`src/inc/updown_counter_pkg.sv`:
```
// Constants and types shared by the reversible counter and its bus slave.
package updown_counter_pkg;

  // Width of the count and its wrap limits.
  localparam int COUNT_W = 4;
  localparam logic [3:0] COUNT_MAX = 4'hf;
  localparam logic [3:0] COUNT_MIN = 4'h0;
  localparam logic [3:0] COUNT_ONE = 4'h1;

  // Bus geometry.
  localparam int ADDR_W = 4;
  localparam int DATA_W = 32;

  // Register byte offsets.
  localparam logic [3:0] CTRL_OFF = 4'h0;
  localparam logic [3:0] STAT_OFF = 4'h4;
  localparam logic [3:0] IRQ_STAT_OFF = 4'h8;
  localparam logic [3:0] IRQ_MASK_OFF = 4'hc;

  // Control register fields.
  localparam int CTRL_SW_SEL = 0;
  localparam int CTRL_SW_CLOCK = 1;
  localparam int CTRL_SW_LOAD_N = 2;
  localparam int CTRL_SW_ENABLE_N = 3;
  localparam int CTRL_SW_DOWN = 4;
  localparam int CTRL_SW_PRESET = 8;
  localparam logic [31:0] CTRL_MASK = 32'h0000_0f1f;
  localparam logic [31:0] CTRL_RST = 32'h0000_000c;

  // Status register fields.
  localparam int STAT_COUNT = 0;
  localparam int STAT_TERMINAL = 4;
  localparam int STAT_RIPPLE_N = 5;
  localparam int STAT_CLOCK = 6;
  localparam int STAT_LOAD_N = 7;
  localparam int STAT_ENABLE_N = 8;
  localparam int STAT_DOWN = 9;

  // Interrupt status and mask fields.
  localparam int IRQ_W = 3;
  localparam int IRQ_TERMINAL = 0;
  localparam int IRQ_RIPPLE = 1;
  localparam int IRQ_LOAD = 2;
  localparam logic [2:0] IRQ_RST = 3'h0;

  // Ripple output state.
  typedef enum logic [0:0] {
    RIPPLE_HIGH = 1'b0,
    RIPPLE_LOW = 1'b1
  } ripple_state_t;

endpackage : updown_counter_pkg

```
`src/sync_two_flop.sv`:
```
// Two flip-flop synchroniser for a group of pin inputs.
`timescale 1ns/100ps
module sync_two_flop #(
  parameter int WIDTH = 1,
  parameter logic [WIDTH-1:0] RST_VAL = '0
) (
  // Clock and reset.
  input wire logic clk_i,
  input wire logic rst_i,
  // Asynchronous levels in, synchronised levels out.
  input wire logic [WIDTH-1:0] async_i,
  output logic [WIDTH-1:0] sync_o
);

  logic [WIDTH-1:0] meta_q;
  logic [WIDTH-1:0] meta_d;
  logic [WIDTH-1:0] sync_q;
  logic [WIDTH-1:0] sync_d;

  // The first stage feeds only the second stage.
  always_comb begin
    meta_d = async_i;
    sync_d = meta_q;
  end

  // Both stages take the reset value synchronously.
  always_ff @(posedge clk_i) begin
    if (rst_i) begin
      meta_q <= RST_VAL;
      sync_q <= RST_VAL;
    end else begin
      meta_q <= meta_d;
      sync_q <= sync_d;
    end
  end

  assign sync_o = sync_q;

endmodule : sync_two_flop

```
`src/updown_counter.sv`:
```
// Reversible 4-bit counter with preset, terminal flag, ripple pulse and bus.
//
// The register addresses and the Wishbone interface to the registers were decided locally.
`timescale 1ns/100ps
module updown_counter (
  // Clock and synchronous reset.
  input wire logic clk_i,
  input wire logic rst_i,
  // Counter pins, asynchronous to clk_i.
  input wire logic count_clock_i,
  input wire logic async_load_n_i,
  input wire logic count_enable_n_i,
  input wire logic down_i,
  input wire logic [3:0] preset_value_i,
  output logic [3:0] count_value_o,
  output logic terminal_flag_o,
  output logic ripple_pulse_n_o,
  // Classic Wishbone slave.
  input wire logic cyc_i,
  input wire logic stb_i,
  input wire logic we_i,
  input wire logic [3:0] adr_i,
  input wire logic [3:0] sel_i,
  input wire logic [31:0] dat_i,
  output logic [31:0] dat_o,
  output logic ack_o,
  // Interrupt request.
  output logic irq_o
);

  // Merges write data into a register under the byte enables.
  function automatic logic [31:0] merge_bytes(input logic [31:0] old_v,
                                              input logic [31:0] new_v,
                                              input logic [3:0] sel);
    logic [31:0] res;
    res = old_v;
    for (int i = 0; i < 4; i++) begin
      if (sel[i]) begin
        res[i*8 +: 8] = new_v[i*8 +: 8];
      end
    end
    return res;
  endfunction : merge_bytes

  // Decodes the terminal state from count and direction only.
  function automatic logic at_terminal(input logic [3:0] cnt,
                                       input logic dn);
    return dn ? (cnt == updown_counter_pkg::COUNT_MIN)
              : (cnt == updown_counter_pkg::COUNT_MAX);
  endfunction : at_terminal

  // Synchronised pin levels.
  logic [7:0] pins_sync;
  logic pin_clock;
  logic pin_load_n;
  logic pin_enable_n;
  logic pin_down;
  logic [3:0] pin_preset;

  // Pins pass two flip-flops before any logic reads them.
  sync_two_flop #(
    .WIDTH(8),
    .RST_VAL(8'h06)
  ) u_pin_sync (
    .clk_i(clk_i),
    .rst_i(rst_i),
    .async_i({preset_value_i, down_i, count_enable_n_i, async_load_n_i,
              count_clock_i}),
    .sync_o(pins_sync)
  );

  // Splits the synchronised pin group, preset bit 0 as count bit 0.
  assign pin_clock = pins_sync[0];
  assign pin_load_n = pins_sync[1];
  assign pin_enable_n = pins_sync[2];
  assign pin_down = pins_sync[3];
  assign pin_preset = pins_sync[7:4];

  // Register state.
  logic [31:0] ctrl_q;
  logic [31:0] ctrl_d;
  logic [2:0] irq_stat_q;
  logic [2:0] irq_stat_d;
  logic [2:0] irq_mask_q;
  logic [2:0] irq_mask_d;
  logic [31:0] dat_q;
  logic [31:0] dat_d;
  logic ack_q;
  logic ack_d;
  logic irq_q;
  logic irq_d;

  // Counter state.
  logic [3:0] count_q;
  logic [3:0] count_d;
  logic terminal_q;
  logic terminal_d;
  logic clock_q;
  logic clock_d;
  logic loading_q;
  logic loading_d;
  updown_counter_pkg::ripple_state_t ripple_q;
  updown_counter_pkg::ripple_state_t ripple_d;

  // Effective controls, from pins or from the control register.
  logic sw_sel;
  logic eff_clock;
  logic eff_load_n;
  logic eff_enable_n;
  logic eff_down;
  logic [3:0] eff_preset;
  logic clock_rise;
  logic clock_fall;

  // Software may take over every counter input for test or soft use.
  always_comb begin
    sw_sel = ctrl_q[updown_counter_pkg::CTRL_SW_SEL];
    if (sw_sel) begin
      eff_clock = ctrl_q[updown_counter_pkg::CTRL_SW_CLOCK];
      eff_load_n = ctrl_q[updown_counter_pkg::CTRL_SW_LOAD_N];
      eff_enable_n = ctrl_q[updown_counter_pkg::CTRL_SW_ENABLE_N];
      eff_down = ctrl_q[updown_counter_pkg::CTRL_SW_DOWN];
      eff_preset = ctrl_q[updown_counter_pkg::CTRL_SW_PRESET +: 4];
    end else begin
      eff_clock = pin_clock;
      eff_load_n = pin_load_n;
      eff_enable_n = pin_enable_n;
      eff_down = pin_down;
      eff_preset = pin_preset;
    end
  end

  // Edges of the count clock seen against its previous sampled level.
  always_comb begin
    clock_d = eff_clock;
    clock_rise = eff_clock & ~clock_q;
    clock_fall = ~eff_clock & clock_q;
  end

  // Next count: load first, then enabled rising edge, else hold.
  always_comb begin
    count_d = count_q;
    loading_d = ~eff_load_n;
    if (!eff_load_n) begin
      count_d = eff_preset;
    end else if (!eff_enable_n && clock_rise) begin
      if (eff_down) begin
        count_d = count_q - updown_counter_pkg::COUNT_ONE;
      end else begin
        count_d = count_q + updown_counter_pkg::COUNT_ONE;
      end
    end
    // With enable high and no load the count simply holds.
  end

  // Flag decodes the next count and direction, never the enable.
  always_comb begin
    terminal_d = at_terminal(count_d, eff_down);
  end

  // Ripple output: low from falling clock to rising clock at terminal.
  always_comb begin
    ripple_d = ripple_q;
    if (eff_enable_n || !terminal_q) begin
      ripple_d = updown_counter_pkg::RIPPLE_HIGH;
    end else if (clock_rise) begin
      ripple_d = updown_counter_pkg::RIPPLE_HIGH;
    end else if (clock_fall) begin
      ripple_d = updown_counter_pkg::RIPPLE_LOW;
    end
    case (ripple_q)
      updown_counter_pkg::RIPPLE_HIGH: begin
      end
      updown_counter_pkg::RIPPLE_LOW: begin
      end
      default: begin
        ripple_d = updown_counter_pkg::RIPPLE_HIGH;
      end
    endcase
  end

  // Counter registers; reset leaves a held, non-terminal, quiet stage.
  always_ff @(posedge clk_i) begin
    if (rst_i) begin
      count_q <= updown_counter_pkg::COUNT_MIN;
      terminal_q <= 1'b0;
      clock_q <= 1'b0;
      loading_q <= 1'b0;
      ripple_q <= updown_counter_pkg::RIPPLE_HIGH;
    end else begin
      count_q <= count_d;
      terminal_q <= terminal_d;
      clock_q <= clock_d;
      loading_q <= loading_d;
      ripple_q <= ripple_d;
    end
  end

  // Bus decode.
  logic bus_req;
  logic bus_wr;
  logic bus_rd;
  logic [31:0] stat_word;
  logic [2:0] irq_events;
  logic [31:0] mask_word;

  // A request is taken once; ack follows one cycle later and drops after.
  always_comb begin
    bus_req = cyc_i & stb_i & ~ack_q;
    bus_wr = bus_req & we_i;
    bus_rd = bus_req & ~we_i;
    ack_d = bus_req;
  end

  // Live status word showing the counter's own state.
  always_comb begin
    stat_word = 32'h0000_0000;
    stat_word[updown_counter_pkg::STAT_COUNT +: 4] = count_q;
    stat_word[updown_counter_pkg::STAT_TERMINAL] = terminal_q;
    stat_word[updown_counter_pkg::STAT_RIPPLE_N] =
      (ripple_q == updown_counter_pkg::RIPPLE_HIGH);
    stat_word[updown_counter_pkg::STAT_CLOCK] = clock_q;
    stat_word[updown_counter_pkg::STAT_LOAD_N] = eff_load_n;
    stat_word[updown_counter_pkg::STAT_ENABLE_N] = eff_enable_n;
    stat_word[updown_counter_pkg::STAT_DOWN] = eff_down;
  end

  // Events: flag rising, ripple pulse starting, load ending.
  always_comb begin
    irq_events = 3'h0;
    irq_events[updown_counter_pkg::IRQ_TERMINAL] = terminal_d & ~terminal_q;
    irq_events[updown_counter_pkg::IRQ_RIPPLE] =
      (ripple_d == updown_counter_pkg::RIPPLE_LOW) &&
      (ripple_q == updown_counter_pkg::RIPPLE_HIGH);
    irq_events[updown_counter_pkg::IRQ_LOAD] = loading_q & ~loading_d;
  end

  // Register writes, read data and read-to-clear of interrupt status.
  always_comb begin
    mask_word = merge_bytes({29'h0, irq_mask_q}, dat_i, sel_i);
    ctrl_d = ctrl_q;
    irq_mask_d = irq_mask_q;
    irq_stat_d = irq_stat_q;
    dat_d = dat_q;
    if (bus_wr) begin
      case (adr_i)
        updown_counter_pkg::CTRL_OFF: begin
          ctrl_d = merge_bytes(ctrl_q, dat_i, sel_i) &
                   updown_counter_pkg::CTRL_MASK;
        end
        updown_counter_pkg::IRQ_MASK_OFF: begin
          irq_mask_d = mask_word[updown_counter_pkg::IRQ_W-1:0];
        end
        default: begin
        end
      endcase
    end
    if (bus_rd) begin
      case (adr_i)
        updown_counter_pkg::CTRL_OFF: dat_d = ctrl_q;
        updown_counter_pkg::STAT_OFF: dat_d = stat_word;
        updown_counter_pkg::IRQ_STAT_OFF: begin
          dat_d = {29'h0, irq_stat_q};
          irq_stat_d = 3'h0;
        end
        updown_counter_pkg::IRQ_MASK_OFF: dat_d = {29'h0, irq_mask_q};
        default: dat_d = 32'h0000_0000;
      endcase
    end
    // A new event in the clearing cycle survives the clear.
    irq_stat_d = irq_stat_d | irq_events;
    irq_d = |(irq_stat_d & irq_mask_d);
  end

  // Bus and interrupt registers.
  always_ff @(posedge clk_i) begin
    if (rst_i) begin
      ctrl_q <= updown_counter_pkg::CTRL_RST;
      irq_mask_q <= updown_counter_pkg::IRQ_RST;
      irq_stat_q <= updown_counter_pkg::IRQ_RST;
      dat_q <= 32'h0000_0000;
      ack_q <= 1'b0;
      irq_q <= 1'b0;
    end else begin
      ctrl_q <= ctrl_d;
      irq_mask_q <= irq_mask_d;
      irq_stat_q <= irq_stat_d;
      dat_q <= dat_d;
      ack_q <= ack_d;
      irq_q <= irq_d;
    end
  end

  // Every output comes from a flip-flop, the ripple pulse through an inverter.
  assign count_value_o = count_q;
  assign terminal_flag_o = terminal_q;
  assign ripple_pulse_n_o = (ripple_q == updown_counter_pkg::RIPPLE_HIGH);
  assign dat_o = dat_q;
  assign ack_o = ack_q;
  assign irq_o = irq_q;

endmodule : updown_counter

```
`config.mk`:
```
export PLATFORM = sky130hd
export DESIGN_NAME = updown_counter
export DESIGN_NICKNAME = d
export VERILOG_FILES = /design/src/inc/updown_counter_pkg.sv /design/src/sync_two_flop.sv /design/src/updown_counter.sv
export SDC_FILE = /design/constraint.sdc
export NUM_CORES = 1
export LEC_CHECK = 0
export ABC_AREA = 1
export ABC_CLOCK_PERIOD_IN_PS = 2900
export BUFFER_PORTS_ARGS = -buffer_cell sky130_fd_sc_hd__buf_4
export CAP_MARGIN = 40
export CORE_UTILIZATION = 35
export CTS_BUF_LIST = sky130_fd_sc_hd__clkbuf_8
export CTS_CLUSTER_SIZE = 20
export DETAILED_ROUTE_END_ITERATION = 8
export GPL_TIMING_DRIVEN = 1
export PLACE_DENSITY_LB_ADDON = 0.2
export REMOVE_ABC_BUFFERS = 1
export SLEW_MARGIN = 10
export SYNTH_ARGS = -nofsm -noshare
export SYNTH_HDL_FRONTEND = slang
export SYNTH_SLANG_ARGS = --single-unit
```
`constraint.sdc`:
```
create_clock -name clk_i -period 2.9 [get_ports clk_i]
set_clock_uncertainty 0.15 [all_clocks]
set_input_delay 0.58 -clock clk_i [delete_from_list [all_inputs] [get_ports clk_i]]
set_output_delay 0.58 -clock clk_i [all_outputs]
set_load 0.1 [all_outputs]
```
==> flow_summary.yaml, run 1 <==
placed_design:
  port_buffers: 47
  gpl.final_weighted_congestion: 0.834
  post-place-ws_ns: 0.358
  dp_hpwl_um: 3830
  placement.cell_area_mm2: 0.00277
synth:
  syn_area_mm2: 0.00242
  synth_sequential_area_ratio: 0.438
  synth-edff-count: 0
  per_instance_average_area_after_synthesis_um2: 7.31
  synth_area_leaders: "sky130_fd_sc_hd__dfxtp_1 (44%), sky130_fd_sc_hd__nand2_1 (8.8%), sky130_fd_sc_hd__inv_1 (8.4%)"
  most_used_standard_cells_in_the_synthesized_netlist: "sky130_fd_sc_hd__nand2_1 (57), sky130_fd_sc_hd__inv_1 (54), sky130_fd_sc_hd__dfxtp_1 (53)"
  synthDominantCellAreaShare: 0.438
  netlist-cell-type-count: 29
  netlist_instances: 331
  synth_warnings: 0
  postSynth.asyncResetShare: 0
  synth_seq_cells: 53
  most_common_cell_in_the_synthesized_netlist: "sky130_fd_sc_hd__nand2_1"
  synth-main-ff-cell: "sky130_fd_sc_hd__dfxtp_1"
  synthDominantAreaCellType: "sky130_fd_sc_hd__dfxtp_1"
die:
  num_io_pins: 93
  die_area_mm2: 0.00725
  floorplan.core_area_mm2: 0.00649
  initial_core_util: 0.373
  die_x_um: 85.2
  fp-row-count: 29
  overall_die_height_um: 85.2
clock_tree:
  tritoncts: "built"
  clockRootBuffer: "sky130_fd_sc_hd__clkbuf_8"
  cts-root-to-sink-buffers: 2
  clkLatencyLatePin_ns: 0.31
  clock_sinks: 53
  clkSlewWorstSetupHoldPaths_ns: 0.10
  cts_made_buffers: 5
  htree_levels: 2
  postCtsSetupRepairBufs: 0
  post_cts_hold_buffer_count: 0
  cts_resized: 0
detailed_routing:
  dr.first_iter.drc_count: 137
  dr_total_vias: 2073
  remaining_drc_errors: 0
  viasPerCell: 4.55
  average_wire_per_standard_cell_um: 11.4
  drtPass1Iterations: 4
  wl_um: 5190
  detail-route-antenna-nets: 0
timing:
  rsz0062_at_grt: "no"
  fmax_ghz: 0.388
  drv_slew: 0
  timing.final.setup_violations: 0
  final.setup.tns_ns: 0
  layout_min_cycle_time_ns: 2.58
  final-hold-violation-count: 0
  setup_slack_ns: 0.320
  final_min_period_over_clock_period: 0.890
global_route:
  grt_overflow_total: 0
  grt_max_degree: 47
  grt_first_pass_wirelength_um: 8520
  global_route.usage.total: 0.151
  grt_antenna_before_repair: 0
  grt_pass1_vias: 1806
worst_setup_path:
  critical_path.max_fanout: 11
  cp.required_ns: 2.97
  element_type_at_the_critical_path_start: "flop"
  critical_path.reg2reg.startpoint: "ctrl_q[0]$_SDFFE_PP0P_"
  endpoint_kind: "flop"
  worst-r2r-cell-count: 20
  worst-setup-path-type: "reg -> reg"
  regToRegSetupSlack_ns: 0.32
  arr_time_crit_path_ns: 2.65
  setup.worst_path.start: "ctrl_q[0]$_SDFFE_PP0P_"
  cp_capture_point: "irq_o$_SDFF_PP0_"
  critical_path.reg2reg.endpoint: "irq_o$_SDFF_PP0_"
power_and_ir_drop:
  vdd_ir_drop_max_mv: 0.259
  leakage_nw: 1.38
  post-layout-total-power_mw: 1.59
  power_density_mw_per_mm2: 547
layout:
  layout-drive-gt1-share: 0.201
  final_design_area_no_fill_mm2: 0.00290
  diodes: 0
  finalNetCount: 434
  flow.area_growth_from_synthesis_pct: 19.9
run_status:
  status: "completed"
job:
  max_cap_violations: 0
hold_path:
  worstHoldPathType: "reg -> reg"
==> cell families (layout without fill, tap and decap cells) <==
logic type | after synthesis | after routing | share of synthesized area
AOI/OAI and AO/OA | 59 | 59 | 0.135
xor gates and xnor gates | 1 | 1 | 0.00362
adders and majority gates | 3 | 3 | 0.0186
buffers and inverters | 84 | 113 | 0.164
DFF | 53 | 53 | 0.438
other | 1 | 20 | 0.00155
and+or+nand+nor | 130 | 130 | 0.239
==> worst max-delay path, cell delays in order, from the launching register on <==
cell,delay (ns)
sky130_fd_sc_hd__dfxtp_1,0.41
sky130_fd_sc_hd__buf_4,0.21
sky130_fd_sc_hd__nand2_1,0.08
sky130_fd_sc_hd__nand2_1,0.17
sky130_fd_sc_hd__inv_1,0.10
sky130_fd_sc_hd__ha_1,0.34
sky130_fd_sc_hd__nand3_1,0.09
sky130_fd_sc_hd__nand3_1,0.10
sky130_fd_sc_hd__inv_1,0.04
sky130_fd_sc_hd__nand2_1,0.06
sky130_fd_sc_hd__nand2_1,0.05
sky130_fd_sc_hd__nand2_1,0.05
sky130_fd_sc_hd__nand3_1,0.07
sky130_fd_sc_hd__nand2_1,0.12
sky130_fd_sc_hd__inv_1,0.05
sky130_fd_sc_hd__nand2_1,0.08
sky130_fd_sc_hd__nand2_1,0.06
sky130_fd_sc_hd__nand2_1,0.10
sky130_fd_sc_hd__nand2_1,0.06
sky130_fd_sc_hd__nand2_1,0.06
sky130_fd_sc_hd__nand2_1,0.05
==> per-layer routing <==
metal  up-vias  global-route usage  share of wire
met5         -                   0              0
met4         0              0.0416         0.0089
met3         5              0.0311          0.056
met2        62               0.243           0.45
met1       911               0.205           0.48
li1       1095                   -              -
==> state kept, by name (all words and copies together), names as in the netlist, 3 cells and up <==
| name | cells |
|---|---|
| u_pin_sync.sync_o | 8 |
| ctrl_q | 9 |
| irq_mask_q | 3 |
| count_value_o | 4 |
| u_pin_sync.meta_q | 8 |
| dat_o | 12 |
| irq_stat_q | 3 |
==> cell usage in the layout (no fill, tap or decap) <==
master,synthesis,final
sky130_fd_sc_hd__o21ai_1,1,1
sky130_fd_sc_hd__nand2_1,57,57
sky130_fd_sc_hd__nor3_1,1,1
sky130_fd_sc_hd__nand2_2,6,6
sky130_fd_sc_hd__ha_1,2,2
sky130_fd_sc_hd__a211oi_1,1,1
sky130_fd_sc_hd__fa_1,1,1
sky130_fd_sc_hd__buf_4,20,49
sky130_fd_sc_hd__a21oi_1,25,25
sky130_fd_sc_hd__nand4_1,2,2
sky130_fd_sc_hd__o21ai_0,16,16
sky130_fd_sc_hd__nand3_1,20,20
sky130_fd_sc_hd__o31ai_1,2,2
sky130_fd_sc_hd__dfxtp_1,53,53
sky130_fd_sc_hd__nor2_2,2,2
sky130_fd_sc_hd__nor2_1,33,33
sky130_fd_sc_hd__conb_1,1,20
sky130_fd_sc_hd__nand2_4,1,1
sky130_fd_sc_hd__or2_2,4,4
sky130_fd_sc_hd__inv_2,2,2
sky130_fd_sc_hd__o211ai_1,3,3
sky130_fd_sc_hd__or2_1,1,1
sky130_fd_sc_hd__nand3_2,3,3
sky130_fd_sc_hd__o21ai_2,1,1
sky130_fd_sc_hd__bufinv_16,0,2
sky130_fd_sc_hd__o22ai_1,10,10
sky130_fd_sc_hd__inv_1,54,54
sky130_fd_sc_hd__xor2_1,1,1
sky130_fd_sc_hd__clkbuf_8,0,5
sky130_fd_sc_hd__clkinv_2,0,1
==> how the worst min path moves through the flow <==
stage | start | endpoint | slack (ns) | depth (start not counted)
floorplan | u_pin_sync.meta_q[0]$_SDFF_PP0_ | u_pin_sync.sync_o[0]$_SDFF_PP0_ | 0.24 | 2
global placement | u_pin_sync.meta_q[3]$_SDFF_PP0_ | u_pin_sync.sync_o[3]$_SDFF_PP0_ | 0.24 | 2
detailed placement | u_pin_sync.meta_q[3]$_SDFF_PP0_ | u_pin_sync.sync_o[3]$_SDFF_PP0_ | 0.24 | 2
CTS | u_pin_sync.meta_q[3]$_SDFF_PP0_ | u_pin_sync.sync_o[3]$_SDFF_PP0_ | 0.26 | 2
global route | u_pin_sync.meta_q[0]$_SDFF_PP0_ | u_pin_sync.sync_o[0]$_SDFF_PP0_ | 0.28 | 2
finish | u_pin_sync.meta_q[5]$_SDFF_PP0_ | u_pin_sync.sync_o[5]$_SDFF_PP0_ | 0.25 | 2
==> per-stage QoR <==
stage          hold WS (ns)   util  std cells
3_5_place_dp          0.243  0.426        448
4_1_cts               0.256  0.447        456
5_1_grt               0.280  0.447        456
3_3_place_gp          0.242  0.426        448
2_1_floorplan         0.238      -        322
6_report              0.255  0.447        456
==> where the power goes <==
part	switching, mW	internal [mW]
clock	0.244	0.343
sequential	0.00731	0.744
combinational	0.200	0.0498
==> layout make-up <==
| cell class | count | area, µm² |
|---|---|---|
| fill | 689 | 3590 |
| sequential | 53 | 1060 |
| multi-input combinational | 213 | 1030 |
| timing repair buffer | 49 | 368 |
| inverter | 56 | 210 |
| tap | 77 | 96.3 |
| clock buffer | 5 | 68.8 |
| clock inverter | 3 | 65.1 |
(Power assumes the default switching activity.)
==> run 2: changes to the inputs <==
Settings changed: ABC_AREA 1 to unset.
==> flow_summary.yaml, run 2 <==
run_status:
  status: "completed"
hold_path:
  worstHoldPathCells: 1
  worstHoldPathType: "reg -> reg"
timing:
  tightest_slew_ns: 0.564
  layout_min_cycle_time_ns: 2.68
  rsz0062_at_grt: "no"
  final.setup.tns_ns: 0
  final_min_period_over_clock_period: 0.926
  drv_slew: 0
  slew_headroom: 0.619
  timing.final.setup_violations: 0
  final-hold-violation-count: 0
  fmax_ghz: 0.373
synth:
  post_synthesis_xor_xnor_area_fraction: 0.00361
  most_common_cell_in_the_synthesized_netlist: "sky130_fd_sc_hd__dfxtp_1"
  synthMuxAreaShare: 0.118
  most_used_standard_cells_in_the_synthesized_netlist: "sky130_fd_sc_hd__dfxtp_1 (53), sky130_fd_sc_hd__nor2_1 (31), sky130_fd_sc_hd__buf_4 (20)"
  synth_warnings: 0
  synth-edff-count: 0
  yosys.area_share.adder: 0.0186
  syn_area_mm2: 0.00242
  synth_compound_area_frac: 0.100
  netlist-cell-type-count: 48
  synth_top_family_by_area: "simple AND/OR/NAND/NOR gates"
  synth_simple_gate_area_share: 0.228
  synth_area_leaders: "sky130_fd_sc_hd__dfxtp_1 (44%), sky130_fd_sc_hd__buf_4 (6.2%), sky130_fd_sc_hd__mux2i_1 (6.2%)"
  synth-main-ff-cell: "sky130_fd_sc_hd__dfxtp_1"
  synth_sequential_area_ratio: 0.438
  netlist_instances: 246
  synth_seq_cells: 53
  synthDominantAreaCellType: "sky130_fd_sc_hd__dfxtp_1"
  per_instance_average_area_after_synthesis_um2: 9.86
  synthDominantCellAreaShare: 0.438
  postSynth.asyncResetShare: 0
clock_tree:
  post_cts_hold_buffer_count: 0
  htree_levels: 2
  postCtsSetupRepairBufs: 0
  clock_sinks: 53
  tritoncts: "built"
  clkSlewWorstSetupHoldPaths_ns: 0.08
  clockRootBuffer: "sky130_fd_sc_hd__clkbuf_8"
  cts_made_buffers: 5
  cts-root-to-sink-buffers: 2
  cts_resized: 0
  clkLatencyLatePin_ns: 0.30
power_and_ir_drop:
  vdd_ir_drop_max_mv: 0.209
  power_density_mw_per_mm2: 490
  leakage_nw: 1.23
global_route:
  grt_overflow_total: 0
  grt_use_met2: 0.218
  gr-usage-met3: 0.0428
  globalRouteMet1Util: 0.208
  grt_max_degree: 54
  grt_pass1_vias: 1587
  global_route.peak_usage_layer: "met2"
  global_route.usage.total: 0.148
  grt_first_pass_wirelength_um: 8220
  grt_antenna_before_repair: 0
placed_design:
  placement.cell_area_mm2: 0.00280
  dpl.cell_count: 365
  port_buffers: 47
  gpl.final_weighted_congestion: 0.779
  dp_hpwl_um: 3750
worst_setup_path:
  critical_path.max_fanout: 7
  arr_time_crit_path_ns: 2.72
  critical_path.reg2reg.startpoint: "ctrl_q[0]$_SDFFE_PP0P_"
  cp_capture_point: "irq_o$_SDFF_PP0_"
  critical_path.slowest_cell: "sky130_fd_sc_hd__or4b_1"
  element_type_at_the_critical_path_start: "flop"
  regToRegSetupSlack_ns: 0.22
  worst-setup-path-type: "reg -> reg"
  worstPathCellList: "buf_4 -> or4b_1 -> and2_4 -> a311oi_4 -> and4b_1 -> mux2i_2 -> o211ai_2"
  setup.worst_path.start: "ctrl_q[0]$_SDFFE_PP0P_"
  cp.required_ns: 2.93
  timing.critical_path.slowest_cell_delay_ns: 0.67
  critical_path.reg2reg.endpoint: "irq_o$_SDFF_PP0_"
  worst-r2r-cell-count: 7
  endpoint_kind: "flop"
detailed_routing:
  viasPerCell: 4.95
  dr.first_iter.drc_count: 76
  detail-route-antenna-nets: 0
  dr_total_vias: 1838
  wl_um: 5120
  remaining_drc_errors: 0
  drtPass1Iterations: 4
  average_wire_per_standard_cell_um: 13.8
layout:
  layout-drive-gt1-share: 0.282
  flow.area_growth_from_synthesis_pct: 18.6
  layout.cells.most_common: "sky130_fd_sc_hd__buf_4"
  diodes: 0
  fillCellCount: 654
  layout.cells.non_filler: 371
  largest_register_ffs: 12
  final_cell_mix: "sky130_fd_sc_hd__buf_4 (54), sky130_fd_sc_hd__dfxtp_1 (53), sky130_fd_sc_hd__nor2_1 (31), sky130_fd_sc_hd__conb_1 (20)"
  finalNetCount: 351
  final_design_area_no_fill_mm2: 0.00288
die:
  num_io_pins: 93
  overall_die_height_um: 85.2
  fp-row-count: 29
  die_x_um: 85.2
  floorplan.core_area_mm2: 0.00653
  initial_core_util: 0.371
  die_area_mm2: 0.00727
job:
  max_cap_violations: 0
-- run 2: critical path: cells and delay by family, from the launching register on --
family                 cells  cell delay, ns
multiplexers               1            0.25
flip-flops                 1            0.36
AO/OA/AOI/OAI              2            0.50
AND/OR/NAND/NOR            3            1.14
buffers and inverters      1            0.18
-- run 2: cell type report --
cell class                 count  area (µm²)  area share
sequential                    53        1060       0.369
clock inverter                 1        5.00     0.00174
tap                           77        96.3      0.0335
timing repair buffer          54         405       0.141
inverter                       7        26.3     0.00914
multi-input combinational    174        1210       0.422
clock buffer                   5        68.8      0.0239
-- run 2: power breakdown --
group | leakage [nW] | internal (mW) | switching (mW) | total, mW
clock | 0.0399 | 0.159 | 0.223 | 0.383
sequential | 0.432 | 0.745 | 0.00922 | 0.755
combinational | 0.762 | 0.0641 | 0.207 | 0.271
-- run 2: cells by family after synthesis --
logic type	count (synthesis)
buf+inv	38
flops	53
fa+ha+maj	3
mux	24
simple gates	96
xor+xnor	1
other cells	1
compound gates	30
-- run 2: how the worst min path moves through the flow --
stage / from / end / slack, ns
final: u_pin_sync.meta_q[2]$_SDFF_PP1_ / u_pin_sync.sync_o[2]$_SDFF_PP1_ / 0.26
after floorplan: u_pin_sync.meta_q[1]$_SDFF_PP1_ / u_pin_sync.sync_o[1]$_SDFF_PP1_ / 0.24
after CTS: u_pin_sync.meta_q[2]$_SDFF_PP1_ / u_pin_sync.sync_o[2]$_SDFF_PP1_ / 0.27
after detailed placement: u_pin_sync.meta_q[2]$_SDFF_PP1_ / u_pin_sync.sync_o[2]$_SDFF_PP1_ / 0.25
after global routing: u_pin_sync.meta_q[2]$_SDFF_PP1_ / u_pin_sync.sync_o[2]$_SDFF_PP1_ / 0.28
after global placement: u_pin_sync.meta_q[1]$_SDFF_PP1_ / u_pin_sync.sync_o[1]$_SDFF_PP1_ / 0.24
-- run 2: through the flow --
stage / setup slack (ns) / total power [mW] / util / hold WS, ns
after CTS: 0.133 / 1.42 / 0.440 / 0.268
after floorplan: -0.0776 / 0.972 / - / 0.239
final: 0.216 / 1.41 / 0.440 / 0.264
after global placement: 0.202 / 1.04 / 0.428 / 0.242
after detailed placement: 0.188 / 1.04 / 0.428 / 0.246
after global routing: 0.0525 / 1.47 / 0.440 / 0.282
-- run 2: per-layer routing --
layer | up-vias | wire (µm)
met3 | 2 | 222
met4 | 0 | 29
li1 | 922 | -
met2 | 58 | 2360
met5 | - | 0
met1 | 856 | 2510
